**src/core/quad_timer_map.svh**
```systemverilog
// Purpose: register offsets, field positions and counts for quad_timer
// Assumes: 8-bit register port, 5-bit word address
// Notes:   offsets, field positions, pin indices and divider ends are named here
//
// Functional notes
// four 16-bit timers, two classic, two reload
// timers 0/1: 13-bit, 16-bit, 8-bit reload, split
// split mode exists on timer 0 only
// timers 2/3: 16-bit or two 8-bit reload
// timers 2/3 capture oscillator or comparator period
// timers 0/1 pick one of five sources
// each timer 0/1: prescaled or system clock
// timers 2/3: system clock or clock over 12
// timer 2 also: rtc over 8, comparator 0
// timer 3 also: ext osc over 8, comparator 1
// counter function counts falling pin edges
// events up to quarter system clock counted
// source holds each level two clocks minimum
// timers raise periodic interrupt requests
// prescale: /12, /4, /48, ext/8 synchronised
// select bit ignored in counter function
// run and gate enable counting; no clear
// low select 1 system, 0 alternate clock
// pins synchronised, one pulse per edge
// wrap sets flag, requests enabled interrupt
`ifndef QUAD_TIMER_MAP_SVH
`define QUAD_TIMER_MAP_SVH

// register offsets
`define QT_CLKSEL      5'h00
`define QT_TCTL        5'h01
`define QT_TMODE       5'h02
`define QT_TL0         5'h03
`define QT_TH0         5'h04
`define QT_TL1         5'h05
`define QT_TH1         5'h06
`define QT_T23_BASE    5'h07
`define QT_T23_STRIDE  5'h05
`define QT_T23_CTL     5'h00
`define QT_T23_CNTL    5'h01
`define QT_T23_CNTH    5'h02
`define QT_T23_RLL     5'h03
`define QT_T23_RLH     5'h04
`define QT_IEN         5'h11

// field positions
`define QT_RUN0        0
`define QT_RUN1        1
`define QT_RUN0HI      2
`define QT_FLAG_LSB    4
`define QT_T0M         2
`define QT_T1M         3
`define QT_TIMER2_LOW_CLOCK_SELECT        4
`define QT_T2MH        5

// pin indices in the synchroniser vector
`define QT_PIN_EV0     0
`define QT_PIN_TIMER0_GATE_ENABLE   2
`define QT_PIN_EXT     4
`define QT_PIN_RTC     5
`define QT_PIN_CMP0    6

// divider terminal counts
`define QT_DIV12_END   6'h0B
`define QT_DIV4_END    6'h03
`define QT_DIV48_END   6'h2F
`define QT_DIV8_END    3'h7

`endif

```
**src/core/quad_timer_pkg.sv**
```systemverilog
// Purpose: types shared by the quad timer
// Assumes: nothing beyond SystemVerilog packages
// Notes:   offsets and counts live in quad_timer_map.svh
package quad_timer_pkg;

  // timer 0/1 operating modes
  typedef enum logic [1:0] {
    MODE_13BIT,
    MODE_16BIT,
    MODE_8BIT_RELOAD,
    MODE_SPLIT
  } t01_mode_t;

  // per-timer nibble of the mode register
  typedef struct packed {
    logic      gateEn;   // count only while gate pin high
    logic      cntSel;   // 1: count pin falling edges
    t01_mode_t mode;
  } t01_cfg_t;

  // timer 2/3 control register
  typedef struct packed {
    logic       spare;
    logic       capEn;   // capture mode
    logic [1:0] altSel;  // alternate clock source
    logic       split;   // two 8-bit timers
    logic [1:0] spare2;
    logic       run;
  } t23_cfg_t;

endpackage

```
**src/core/quad_timer.sv**
```systemverilog
// Purpose: four counter/timers with register port and event pins
// Assumes: pins are asynchronous; register port is on clk_sys
// Notes:   gate inputs are active high; invert outside if needed
`include "quad_timer_map.svh"

module quad_timer (
  // clock and reset
  input  wire logic       clk_sys,
  input  wire logic       rst_b,
  // register port
  input  wire logic [4:0] regAddr,
  input  wire logic [7:0] regWrData,
  input  wire logic       regWrite,
  input  wire logic       regRead,
  output logic      [7:0] regRdData,
  // event, gate and clock pins
  input  wire logic       timer0EventPin,
  input  wire logic       timer1EventPin,
  input  wire logic       extGateInputZero,
  input  wire logic       extGateInputOne,
  input  wire logic       extOscClk,
  input  wire logic       rtcOscClk,
  input  wire logic       cmpOut0,
  input  wire logic       cmpOut1,
  // overflow and capture requests towards the core
  output logic      [3:0] timerIrq
);

  // reset release chain
  logic [1:0] rstSync_ff;
  logic       rstN;

  // pin synchronisers and filtered levels
  logic [7:0] pinVec;
  logic [7:0] sync1_ff, sync2_ff, sync3_ff;
  logic [7:0] lvl_ff, nxt_lvl;
  logic [7:0] fallEv, riseEv;

  // dividers
  logic [5:0] div12_ff, nxt_div12;
  logic [5:0] div4_ff,  nxt_div4;
  logic [5:0] div48_ff, nxt_div48;
  logic [2:0] ext8_ff,  nxt_ext8;
  logic [2:0] rtc8_ff,  nxt_rtc8;
  logic       tick12, tick4, tick48, ext8Tick, rtc8Tick, preTick;

  // configuration registers
  logic [7:0] clkSel_ff, nxt_clkSel;
  logic [2:0] run_ff,    nxt_run;
  logic [7:0] tmode_ff,  nxt_tmode;
  logic [3:0] ien_ff,    nxt_ien;
  quad_timer_pkg::t23_cfg_t ctl23_ff [2];
  quad_timer_pkg::t23_cfg_t nxt_ctl23 [2];

  // counters and status
  logic [7:0]  tl_ff [2];
  logic [7:0]  th_ff [2];
  logic [7:0]  nxt_tl [2];
  logic [7:0]  nxt_th [2];
  logic [15:0] cnt_ff [2];
  logic [15:0] rl_ff [2];
  logic [15:0] nxt_cnt [2];
  logic [15:0] nxt_rl [2];
  logic [3:0]  flag_ff, nxt_flag, ovfSet;
  logic [3:0]  irq_ff;
  logic [7:0]  rd_ff, nxt_rd;

  // release reset two edges after rst_b rises
  always_ff @(posedge clk_sys or negedge rst_b) begin
    if (!rst_b) begin
      rstSync_ff <= 2'h0;
    end else begin
      rstSync_ff <= {rstSync_ff[0], 1'h1};
    end
  end
  assign rstN = rstSync_ff[1];

  assign pinVec = {cmpOut1, cmpOut0, rtcOscClk, extOscClk,
                   extGateInputOne, extGateInputZero,
                   timer1EventPin, timer0EventPin};

  // level only moves once stages two and three agree; stage one
  // feeds stage two alone so a metastable value never fans out
  always_comb begin
    for (int p = 0; p < 8; p++) begin
      nxt_lvl[p] = (sync2_ff[p] == sync3_ff[p]) ? sync3_ff[p]
                                                : lvl_ff[p];
      fallEv[p]  = lvl_ff[p] & ~nxt_lvl[p];
      riseEv[p]  = ~lvl_ff[p] & nxt_lvl[p];
    end
  end

  // synchroniser flops; high levels need two stable clocks
  always_ff @(posedge clk_sys or negedge rstN) begin
    if (!rstN) begin
      sync1_ff <= 8'hFF;
      sync2_ff <= 8'hFF;
      sync3_ff <= 8'hFF;
      lvl_ff   <= 8'hFF;
    end else begin
      sync1_ff <= pinVec;
      sync2_ff <= sync1_ff;
      sync3_ff <= sync2_ff;
      lvl_ff   <= nxt_lvl;
    end
  end

  // prescale dividers; each tick is a one-cycle enable
  always_comb begin
    tick12    = (div12_ff == `QT_DIV12_END);
    tick4     = (div4_ff  == `QT_DIV4_END);
    tick48    = (div48_ff == `QT_DIV48_END);
    ext8Tick  = riseEv[`QT_PIN_EXT] & (ext8_ff == `QT_DIV8_END);
    rtc8Tick  = riseEv[`QT_PIN_RTC] & (rtc8_ff == `QT_DIV8_END);
    nxt_div12 = tick12 ? 6'h00 : div12_ff + 6'h01;
    nxt_div4  = tick4  ? 6'h00 : div4_ff  + 6'h01;
    nxt_div48 = tick48 ? 6'h00 : div48_ff + 6'h01;
    nxt_ext8  = ext8_ff + {2'h0, riseEv[`QT_PIN_EXT]};
    nxt_rtc8  = rtc8_ff + {2'h0, riseEv[`QT_PIN_RTC]};
    case (clkSel_ff[1:0])
      2'h0:    preTick = tick12;
      2'h1:    preTick = tick4;
      2'h2:    preTick = tick48;
      default: preTick = ext8Tick;
    endcase
  end

  // divider registers
  always_ff @(posedge clk_sys or negedge rstN) begin
    if (!rstN) begin
      div12_ff <= 6'h00;
      div4_ff  <= 6'h00;
      div48_ff <= 6'h00;
      ext8_ff  <= 3'h0;
      rtc8_ff  <= 3'h0;
    end else begin
      div12_ff <= nxt_div12;
      div4_ff  <= nxt_div4;
      div48_ff <= nxt_div48;
      ext8_ff  <= nxt_ext8;
      rtc8_ff  <= nxt_rtc8;
    end
  end

  // timers 0 and 1; software writes to count bytes win over counting
  always_comb begin
    quad_timer_pkg::t01_cfg_t cfg;
    logic       tmrTick, inc, en;
    logic [12:0] c13;
    logic [15:0] c16;
    cfg = '0;
    tmrTick = 1'h0;
    inc = 1'h0;
    en = 1'h0;
    c13 = 13'h0000;
    c16 = 16'h0000;
    ovfSet = 4'h0;
    for (int i = 0; i < 2; i++) begin
      nxt_tl[i] = tl_ff[i];
      nxt_th[i] = th_ff[i];
      cfg = quad_timer_pkg::t01_cfg_t'(tmode_ff[i*4 +: 4]);
      // select bit chooses system clock or prescaled tick
      tmrTick = clkSel_ff[`QT_T0M + i] ? 1'h1 : preTick;
      en = run_ff[i] & (~cfg.gateEn
                        | lvl_ff[`QT_PIN_TIMER0_GATE_ENABLE + i]);
      inc = (cfg.cntSel ? fallEv[`QT_PIN_EV0 + i]
                        : tmrTick) & en;
      c13 = {th_ff[i], tl_ff[i][4:0]};
      c16 = {th_ff[i], tl_ff[i]};
      case (cfg.mode)
        quad_timer_pkg::MODE_13BIT: begin
          if (inc) begin
            c13 = c13 + 13'h0001;
            nxt_th[i] = c13[12:5];
            nxt_tl[i] = {tl_ff[i][7:5], c13[4:0]};
            // or in: timer 0 split may already have raised flag 1
            ovfSet[i] = ovfSet[i] | (c13 == 13'h0000);
          end
        end
        quad_timer_pkg::MODE_16BIT: begin
          if (inc) begin
            c16 = c16 + 16'h0001;
            {nxt_th[i], nxt_tl[i]} = c16;
            ovfSet[i] = ovfSet[i] | (c16 == 16'h0000);
          end
        end
        quad_timer_pkg::MODE_8BIT_RELOAD: begin
          if (inc) begin
            // reload byte itself is left untouched
            nxt_tl[i] = (tl_ff[i] == 8'hFF) ? th_ff[i]
                                             : tl_ff[i] + 8'h01;
            ovfSet[i] = ovfSet[i] | (tl_ff[i] == 8'hFF);
          end
        end
        default: begin
          // split: timer 0 only, high byte borrows timer 1 flag;
          // timer 1 holds its count in this mode
          if (i == 0) begin
            if (inc) begin
              nxt_tl[0] = tl_ff[0] + 8'h01;
              ovfSet[0] = (tl_ff[0] == 8'hFF);
            end
            if (tmrTick & run_ff[`QT_RUN0HI]) begin
              nxt_th[0] = th_ff[0] + 8'h01;
              ovfSet[1] = (th_ff[0] == 8'hFF);
            end
          end
        end
      endcase
      if (regWrite && regAddr == `QT_TL0 + 5'(2*i)) begin
        nxt_tl[i] = regWrData;
      end
      if (regWrite && regAddr == `QT_TH0 + 5'(2*i)) begin
        nxt_th[i] = regWrData;
      end
    end
    // timers 2 and 3 share one description via the loop
    for (int j = 0; j < 2; j++) begin
      logic        lowTick, highTick, altTick, capEvt;
      logic [4:0]  base;
      altTick = 1'h0;
      base = `QT_T23_BASE + 5'(j) * `QT_T23_STRIDE;
      nxt_cnt[j] = cnt_ff[j];
      nxt_rl[j] = rl_ff[j];
      case (ctl23_ff[j].altSel)
        2'h1:    altTick = (j == 0) ? rtc8Tick : ext8Tick;
        2'h2:    altTick = riseEv[`QT_PIN_CMP0 + j];
        default: altTick = tick12;
      endcase
      lowTick  = clkSel_ff[`QT_TIMER2_LOW_CLOCK_SELECT + 2*j] ? 1'h1 : altTick;
      highTick = clkSel_ff[`QT_T2MH + 2*j] ? 1'h1 : altTick;
      capEvt   = (ctl23_ff[j].altSel == 2'h1) ? altTick
                                              : riseEv[`QT_PIN_CMP0 + j];
      if (ctl23_ff[j].run) begin
        if (ctl23_ff[j].capEn) begin
          // free count on system clock or /12, latch on source edge
          if (clkSel_ff[`QT_TIMER2_LOW_CLOCK_SELECT + 2*j] | tick12) begin
            nxt_cnt[j] = cnt_ff[j] + 16'h0001;
          end
          if (capEvt) begin
            nxt_rl[j] = cnt_ff[j];
            ovfSet[2+j] = 1'h1;
          end
        end else if (ctl23_ff[j].split) begin
          if (lowTick) begin
            nxt_cnt[j][7:0] = (cnt_ff[j][7:0] == 8'hFF)
                            ? rl_ff[j][7:0] : cnt_ff[j][7:0] + 8'h01;
          end
          if (highTick) begin
            nxt_cnt[j][15:8] = (cnt_ff[j][15:8] == 8'hFF)
                             ? rl_ff[j][15:8] : cnt_ff[j][15:8] + 8'h01;
            ovfSet[2+j] = (cnt_ff[j][15:8] == 8'hFF);
          end
        end else if (lowTick) begin
          nxt_cnt[j] = (cnt_ff[j] == 16'hFFFF) ? rl_ff[j]
                                               : cnt_ff[j] + 16'h0001;
          ovfSet[2+j] = (cnt_ff[j] == 16'hFFFF);
        end
      end
      if (regWrite) begin
        case (regAddr - base)
          `QT_T23_CNTL: nxt_cnt[j][7:0]  = regWrData;
          `QT_T23_CNTH: nxt_cnt[j][15:8] = regWrData;
          `QT_T23_RLL:  nxt_rl[j][7:0]   = regWrData;
          `QT_T23_RLH:  nxt_rl[j][15:8]  = regWrData;
          default:      nxt_cnt[j] = nxt_cnt[j];
        endcase
      end
    end
  end

  // control writes, flags and read data
  always_comb begin
    nxt_clkSel = clkSel_ff;
    nxt_run    = run_ff;
    nxt_tmode  = tmode_ff;
    nxt_ien    = ien_ff;
    nxt_ctl23  = ctl23_ff;
    nxt_flag   = flag_ff;
    nxt_rd     = 8'h00;
    if (regWrite) begin
      case (regAddr)
        `QT_CLKSEL: nxt_clkSel = regWrData;
        `QT_TMODE:  nxt_tmode  = regWrData;
        `QT_IEN:    nxt_ien    = regWrData[3:0];
        `QT_TCTL: begin
          // setting a run bit never clears the count
          nxt_run  = regWrData[2:0];
          // writing zero clears a flag, writing one leaves it
          nxt_flag = flag_ff & regWrData[`QT_FLAG_LSB +: 4];
        end
        `QT_T23_BASE:
          nxt_ctl23[0] = quad_timer_pkg::t23_cfg_t'(regWrData);
        `QT_T23_BASE + `QT_T23_STRIDE:
          nxt_ctl23[1] = quad_timer_pkg::t23_cfg_t'(regWrData);
        default: nxt_run = run_ff;
      endcase
    end
    // a wrap in the clearing cycle still lands
    nxt_flag = nxt_flag | ovfSet;
    if (regRead) begin
      case (regAddr)
        `QT_CLKSEL: nxt_rd = clkSel_ff;
        `QT_TCTL:   nxt_rd = {flag_ff, 1'h0, run_ff};
        `QT_TMODE:  nxt_rd = tmode_ff;
        `QT_TL0:    nxt_rd = tl_ff[0];
        `QT_TH0:    nxt_rd = th_ff[0];
        `QT_TL1:    nxt_rd = tl_ff[1];
        `QT_TH1:    nxt_rd = th_ff[1];
        `QT_IEN:    nxt_rd = {4'h0, ien_ff};
        `QT_T23_BASE + `QT_T23_CTL:  nxt_rd = ctl23_ff[0];
        `QT_T23_BASE + `QT_T23_CNTL: nxt_rd = cnt_ff[0][7:0];
        `QT_T23_BASE + `QT_T23_CNTH: nxt_rd = cnt_ff[0][15:8];
        `QT_T23_BASE + `QT_T23_RLL:  nxt_rd = rl_ff[0][7:0];
        `QT_T23_BASE + `QT_T23_RLH:  nxt_rd = rl_ff[0][15:8];
        `QT_T23_BASE + `QT_T23_STRIDE + `QT_T23_CTL:
          nxt_rd = ctl23_ff[1];
        `QT_T23_BASE + `QT_T23_STRIDE + `QT_T23_CNTL:
          nxt_rd = cnt_ff[1][7:0];
        `QT_T23_BASE + `QT_T23_STRIDE + `QT_T23_CNTH:
          nxt_rd = cnt_ff[1][15:8];
        `QT_T23_BASE + `QT_T23_STRIDE + `QT_T23_RLL:
          nxt_rd = rl_ff[1][7:0];
        `QT_T23_BASE + `QT_T23_STRIDE + `QT_T23_RLH:
          nxt_rd = rl_ff[1][15:8];
        default:    nxt_rd = 8'h00;  // unmapped reads zero
      endcase
    end
  end

  // all register state
  always_ff @(posedge clk_sys or negedge rstN) begin
    if (!rstN) begin
      clkSel_ff <= 8'h00;
      run_ff    <= 3'h0;
      tmode_ff  <= 8'h00;
      ien_ff    <= 4'h0;
      flag_ff   <= 4'h0;
      irq_ff    <= 4'h0;
      rd_ff     <= 8'h00;
      for (int k = 0; k < 2; k++) begin
        ctl23_ff[k] <= '0;
        tl_ff[k]    <= 8'h00;
        th_ff[k]    <= 8'h00;
        cnt_ff[k]   <= 16'h0000;
        rl_ff[k]    <= 16'h0000;
      end
    end else begin
      clkSel_ff <= nxt_clkSel;
      run_ff    <= nxt_run;
      tmode_ff  <= nxt_tmode;
      ien_ff    <= nxt_ien;
      flag_ff   <= nxt_flag;
      irq_ff    <= nxt_flag & nxt_ien;
      rd_ff     <= nxt_rd;
      ctl23_ff  <= nxt_ctl23;
      tl_ff     <= nxt_tl;
      th_ff     <= nxt_th;
      cnt_ff    <= nxt_cnt;
      rl_ff     <= nxt_rl;
    end
  end

  assign regRdData = rd_ff;
  assign timerIrq  = irq_ff;

endmodule

```
**config.mk**
```make
export PLATFORM = sky130hd
export DESIGN_NAME = quad_timer
export DESIGN_NICKNAME = d
export VERILOG_FILES = /design/src/core/quad_timer_pkg.sv /design/src/core/quad_timer.sv
export VERILOG_INCLUDE_DIRS = /design/src /design/src/core
export SDC_FILE = /design/constraint.sdc
export NUM_CORES = 1
export LEC_CHECK = 0
export CAP_MARGIN = 25
export CORE_MARGIN = 1.5
export CORE_UTILIZATION = 33
export CTS_BUF_LIST = sky130_fd_sc_hd__clkbuf_8
export CTS_CLUSTER_SIZE = 12
export DETAILED_ROUTE_END_ITERATION = 12
export DONT_BUFFER_PORTS = 1
export HOLD_SLACK_MARGIN = 0.1
export PLACE_DENSITY = 0.54
export SETUP_SLACK_MARGIN = 0.1
export SYNTH_ARGS = -nofsm -noshare
export SYNTH_HDL_FRONTEND = slang
export SYNTH_SLANG_ARGS = --single-unit
```
**constraint.sdc**
```tcl
create_clock -name clk_sys -period 7.1 [get_ports clk_sys]
set_clock_uncertainty 0.15 [all_clocks]
set_input_delay 1.065 -clock clk_sys [delete_from_list [all_inputs] [get_ports clk_sys]]
set_output_delay 1.065 -clock clk_sys [all_outputs]
set_load 0.01 [all_outputs]
```
Yosys cells after proc, flatten, opt, wreduce, memory -nomap -nowiden
Cells that the tools add are included.
Widths: inputs -> output; s select.
Operators by class
  add/sub/neg operators: 20
  equal/unequal tests: 67
  multiplexer cells: 110
  bitwise operators: 31
  reductions and logical operators: 28
Operator list (number)
  $mux 16: 22
  $mux 8: 33
  $pmux 8 s18: 1
  $pmux 8 s3: 3
  $add 16x1->16 const B: 4
  $add 8x1->8 const B: 7
  $eq 8x8->1 const B: 7
  $eq 5x4->1 const B: 8
  $mux 1: 36
  $eq 16x16->1 const B: 2
  $logic_not 16->1: 2
  $eq 5x2->1 const B: 6
  $eq 5x3->1 const B: 6
  $add 13x1->13 const B: 2
  $logic_not 13->1: 2
  $ne 3x3->1 const B: 7
  $add 6x1->6 const B: 3
  $mux 6: 3
  $mux 4: 4
  $pmux 8 s2: 1
  $eq 5x1->1 const B: 3
  $and 1x1->1: 13
  $reduce_and 2->1: 6
  $reduce_and 4->1: 3
  27 further kinds: 72
Storage, ports and cells
  flip-flop bits (word level): 209
  logic and storage cells: 297

Longest topological paths before layout
  word-level depth: 14
  depth in mapped cells: 11
  mapped depth without buffers: 9

Least setup slack after synthesis
No wires, ideal clock.
  path kind: input to register
  from: in regAddr[3]
  to: reg irq_ff[0] (netlist: timerIrq[0])
  setup time: 120 ps
  arrival: 2631 ps
  setup slack: 4199 ps
  cell stages on the path: 8
  buffers on the path: 2
  cell sequence: buf_2 > or3_1 > buf_2 > nor2_4 > nand2_2 > o21ai_0 > o311a_1 > and3b_1
Between the ends
  longest elaborated chain between the ends: 5
  elaborated cells between the ends (all ways): 8
  those cells by class: eq/ne: 2; mux: 4; bitwise: 2
RTL lines
  start, declared: line quad_timer.sv:11  | input wire logic [4:0] regAddr,
  $eq 5x1->1: line quad_timer.sv:282  | case (regAddr)
  $mux 4: line quad_timer.sv:282
  $mux 4: line quad_timer.sv:281  | if (regWrite) begin
  $or 4x4->4: line quad_timer.sv:300  | nxt_flag = nxt_flag | ovfSet;
  $and 4x4->4 *: line quad_timer.sv:354  | irq_ff <= nxt_flag & nxt_ien;
  end signal, assigned: line quad_timer.sv:354
  end, declared: line quad_timer.sv:65  | logic [3:0] irq_ff;
Mark *: on every way between the ends. The rest lies on a longest branch, timed or not.
A chain may end at the register's enable or synchronous reset.

==> flow_metrics.tcl <==
set metrics [dict create \
    port-buffer-count 0 \
    hp-class "flop to flop" \
    ys_ff_latch 209 \
    synth_top_family_by_area "compound AO/OA/AOI/OAI gates" \
    ir_drop_mv 0.177 \
    most-common-layout-cells "dfrtp_1 (176), nand2_1 (166), nor2_1 (148)" \
    netlist_top_cells_area "dfrtp_1 (32%), dfstp_2 (6.0%), nand2_1 (4.5%)" \
    synth.yosys.warnings 0 \
    placedCellCount 2037 \
    post_cts_buffers 0 \
    clockBufferDepth 3 \
    top_usage_layer "met2" \
    area_growth_pct 8.18 \
    postSynth.asyncResetShare_pct 100 \
    place_area_sq_mm 0.0142 \
    clkLatencyLatePin_ns 0.61 \
    cts_tree "done" \
    worstPathMaxFanout 10 \
    die-area_sq_mm 0.0436 \
    status "complete, no violations" \
    fin_nets 1591 \
    mostFrequentLayoutCell "dfrtp_1" \
    grt_max_degree 150 \
    grt_remaining_overflow 0 \
    wl_per_cell_um 24.8 \
    synthDistinctLibCells 111 \
    slew-limit-headroom_pct 32.4 \
    htreeDepth 2 \
    globalRouteMet1Util_pct 33.4 \
    yosysSeqAreaShare_pct 37.7 \
    period_share_pct 45.9 \
    fin_hold_ws_ns 0.203 \
    period_needed_ns 3.26 \
    num_vias 13121 \
    post-route-drc-count 0 \
    drv_slew 0 \
    fin_area_sq_mm 0.0151 \
    pre_cts_slack_ns 3.74 \
    critPathCaptureType "flop" \
    p_switching_mw 2.28 \
    cts_made_buffers 42 \
    grtUsageMet2_pct 36.7 \
    avgSynthCellArea_sq_um 8.67 \
    drv_cap 0 \
    clock-root-buffer "clkbuf_8" \
    drtIter0Drc 1464 \
    worstSetupPathType "flop to flop" \
    cts_resized 0 \
    utilization_pct 36.1 \
    drive_gt1_share_pct 12.5 \
    routed_wirelength_mm 52.5 \
    power.total_mw 5.16 \
    initial_utilization_pct 33.4 \
    use_met3_pct 4.64 \
    required_ns 7.46 \
    combPwrFrac_pct 29.5 \
    critPathArrivalTime_ns 3.62 \
    leakage_nw 5.75 \
    synthDominantCellAreaShare_pct 31.7 \
    setup_ws_ns 3.84 \
    vias_per_cell 6.20 \
    finalNonFillerCells 2117 \
    core_sq_mm 0.0419 \
    synthXorXnorAreaFrac_pct 2.45 \
    io_pins 37 \
    syn_nets 1659 \
    power_frac_seq_pct 45.3 \
    power_density_mw_per_mm2 342 \
    synthSimpleGateAreaFrac_pct 21.0 \
    synthCells 1611 \
    grt_pass1_vias 12371 \
    synthesis.area_sq_mm 0.0140 \
    p_clk_share_pct 25.2 \
    netSwitchingFraction_pct 44.2 \
    die_h_um 209 \
    cts.clk_slew.worst_paths_ns 0.06 \
    synthMuxAreaShare_pct 6.64 \
    hpwl_mm 36.1 \
    grt_antenna_before_repair 1 \
    max_slew.worst_pin.slew_ns 1.01 \
    yosysTopAreaCell "dfrtp_1" \
    internal-power_mw 2.88 \
    ys_dominant_reg_cell "dfrtp_1" \
    synthAdderAreaFrac_pct 2.56 \
    firstDrtPassIters 6 \
    ant_nets 0 \
    gp_congestion 0.958 \
    tns_ns 0 \
    clkSinkCount 209 \
    rsz0062_at_grt "no" \
    setup_violations 0 \
    grt_pass1_wl_mm 79.9 \
    rows 75 \
    finalHoldViolations 0 \
    synth_edf_count 0 \
    max_freq_mhz 307 \
    synth_compound_area_share_pct 24.6 \
    cp-start-kind "flop" \
    fp.dieW_um 209 \
    fill_cells 4350 \
    grt_usage_pct 24.0 \
]
## per-layer routing
metal | part of all wire [%] | vias up
met4 | 3.9 | 2
li1 | - | 5871
met5 | 0.023 | -
met3 | 8.2 | 131
met2 | 44 | 627
met1 | 43 | 6490
## registers in the layout (all words and copies together) (netlist names)
| signal | cells |
|---|---|
| cnt_ff | 32 |
| rl_ff | 32 |
| ctl23_ff | 16 |
| th_ff | 16 |
| tl_ff | 16 |
| clkSel_ff | 8 |
| lvl_ff | 8 |
| regRdData | 8 |
| sync1_ff | 8 |
| sync2_ff | 8 |
| sync3_ff | 8 |
| tmode_ff | 8 |
| div12_ff | 6 |
| div48_ff | 6 |
| div4_ff | 6 |
| flag_ff | 4 |
| ien_ff | 4 |
| timerIrq | 4 |
| ext8_ff | 3 |
| rtc8_ff | 3 |
| run_ff | 3 |
| rstSync_ff | 2 |
## cell type report
| cell class | instances | area [sq um] | share of cell area (%) |
|---|---|---|---|
| clock buffers | 55 | 757 | 5.01 |
| diodes | 1 | 2.50 | 0.0166 |
| repair buffers | 12 | 123 | 0.812 |
| well taps | 539 | 674 | 4.46 |
| flip-flops and latches | 209 | 5270 | 34.9 |
| multi-input cells | 1233 | 7990 | 52.9 |
| clock inverters | 23 | 116 | 0.770 |
| inverters | 45 | 169 | 1.12 |
## critical path, stage by stage, from the launching register on
cell and delay (ns):
dfrtp_1 0.56, ha_1 0.33, nand4_1 0.19, nor3_1 0.67, buf_4 0.28, o21a_1 0.33, a21oi_1 0.14, o32ai_1 0.25
o21ai_0 0.11, a31oi_1 0.17
## power groups by stage
stage / sequential, mW / combinational, mW / clock [mW]
floorplan: 1.74 / 1.49 / 0
global placement: 2.32 / 1.47 / 0
detailed placement: 2.32 / 1.49 / 0
CTS: 2.31 / 1.51 / 1.34
global route: 2.37 / 1.70 / 1.39
finish: 2.34 / 1.53 / 1.30
## synthesized netlist by cell type (all sizes together) (5+ instances only)
| cell type | number |
|---|---|
| and3 | 29 |
| a211o | 8 |
| a2111oi | 7 |
| dfrtp | 177 |
| xor2 | 11 |
| a22oi | 26 |
| nor3 | 41 |
| o221ai | 5 |
| and2 | 12 |
| o22ai | 9 |
| a31oi | 43 |
| nand2 | 167 |
| a22o | 17 |
| inv | 43 |
| mux2 | 35 |
| nor2 | 159 |
| a221o | 7 |
| nand4 | 22 |
| and4 | 10 |
| maj3 | 7 |
| nor3b | 6 |
| or2 | 9 |
| mux2i | 51 |
| nor2b | 6 |
| a211oi | 8 |
| a21oi | 85 |
| o211ai | 21 |
| ha | 23 |
| a32oi | 5 |
| o21ai | 137 |
| nor4 | 13 |
| o311ai | 5 |
| clkbuf | 74 |
| nand3 | 67 |
| xnor2 | 28 |
| o31ai | 19 |
| dfstp | 32 |
| buf | 50 |
| nand2b | 9 |
| a221oi | 33 |
| a21o | 12 |
## worst paths after layout
| check | cells after the start | start | end | slack (ns) |
|---|---|---|---|---|
| setup / recovery | 9 | cnt_ff[24] | cnt_ff[23] | 3.84 |
| hold / removal | 0 | rstSync_ff[0] | rstSync_ff[1] | 0.20 |
| setup reg to reg | 9 | cnt_ff[24] | cnt_ff[23] | 3.84 |
| hold reg to reg | 0 | rstSync_ff[0] | rstSync_ff[1] | 0.20 |
| max in group asynchronous | 1 | rstSync_ff[1] | cnt_ff[19] | 5.18 |
| min in group asynchronous | 0 | rstSync_ff[1] | cnt_ff[11] | 0.27 |
## cell families after synthesis
logic type | count (synthesis)
AO/OA/AOI/OAI | 500
multiplexers | 87
buffers and inverters | 169
adder cells (fa/ha/maj) | 30
XOR/XNOR | 39
other | 1
AND/OR/NAND/NOR | 576
flip-flops | 209
## what timing repair did
action,CTS,global route
endpoints found under the setup margin,0,0
hold buffers,1,0
endpoints found under the hold margin,2,0
Note: power is estimated with default switching activity, not from simulation.
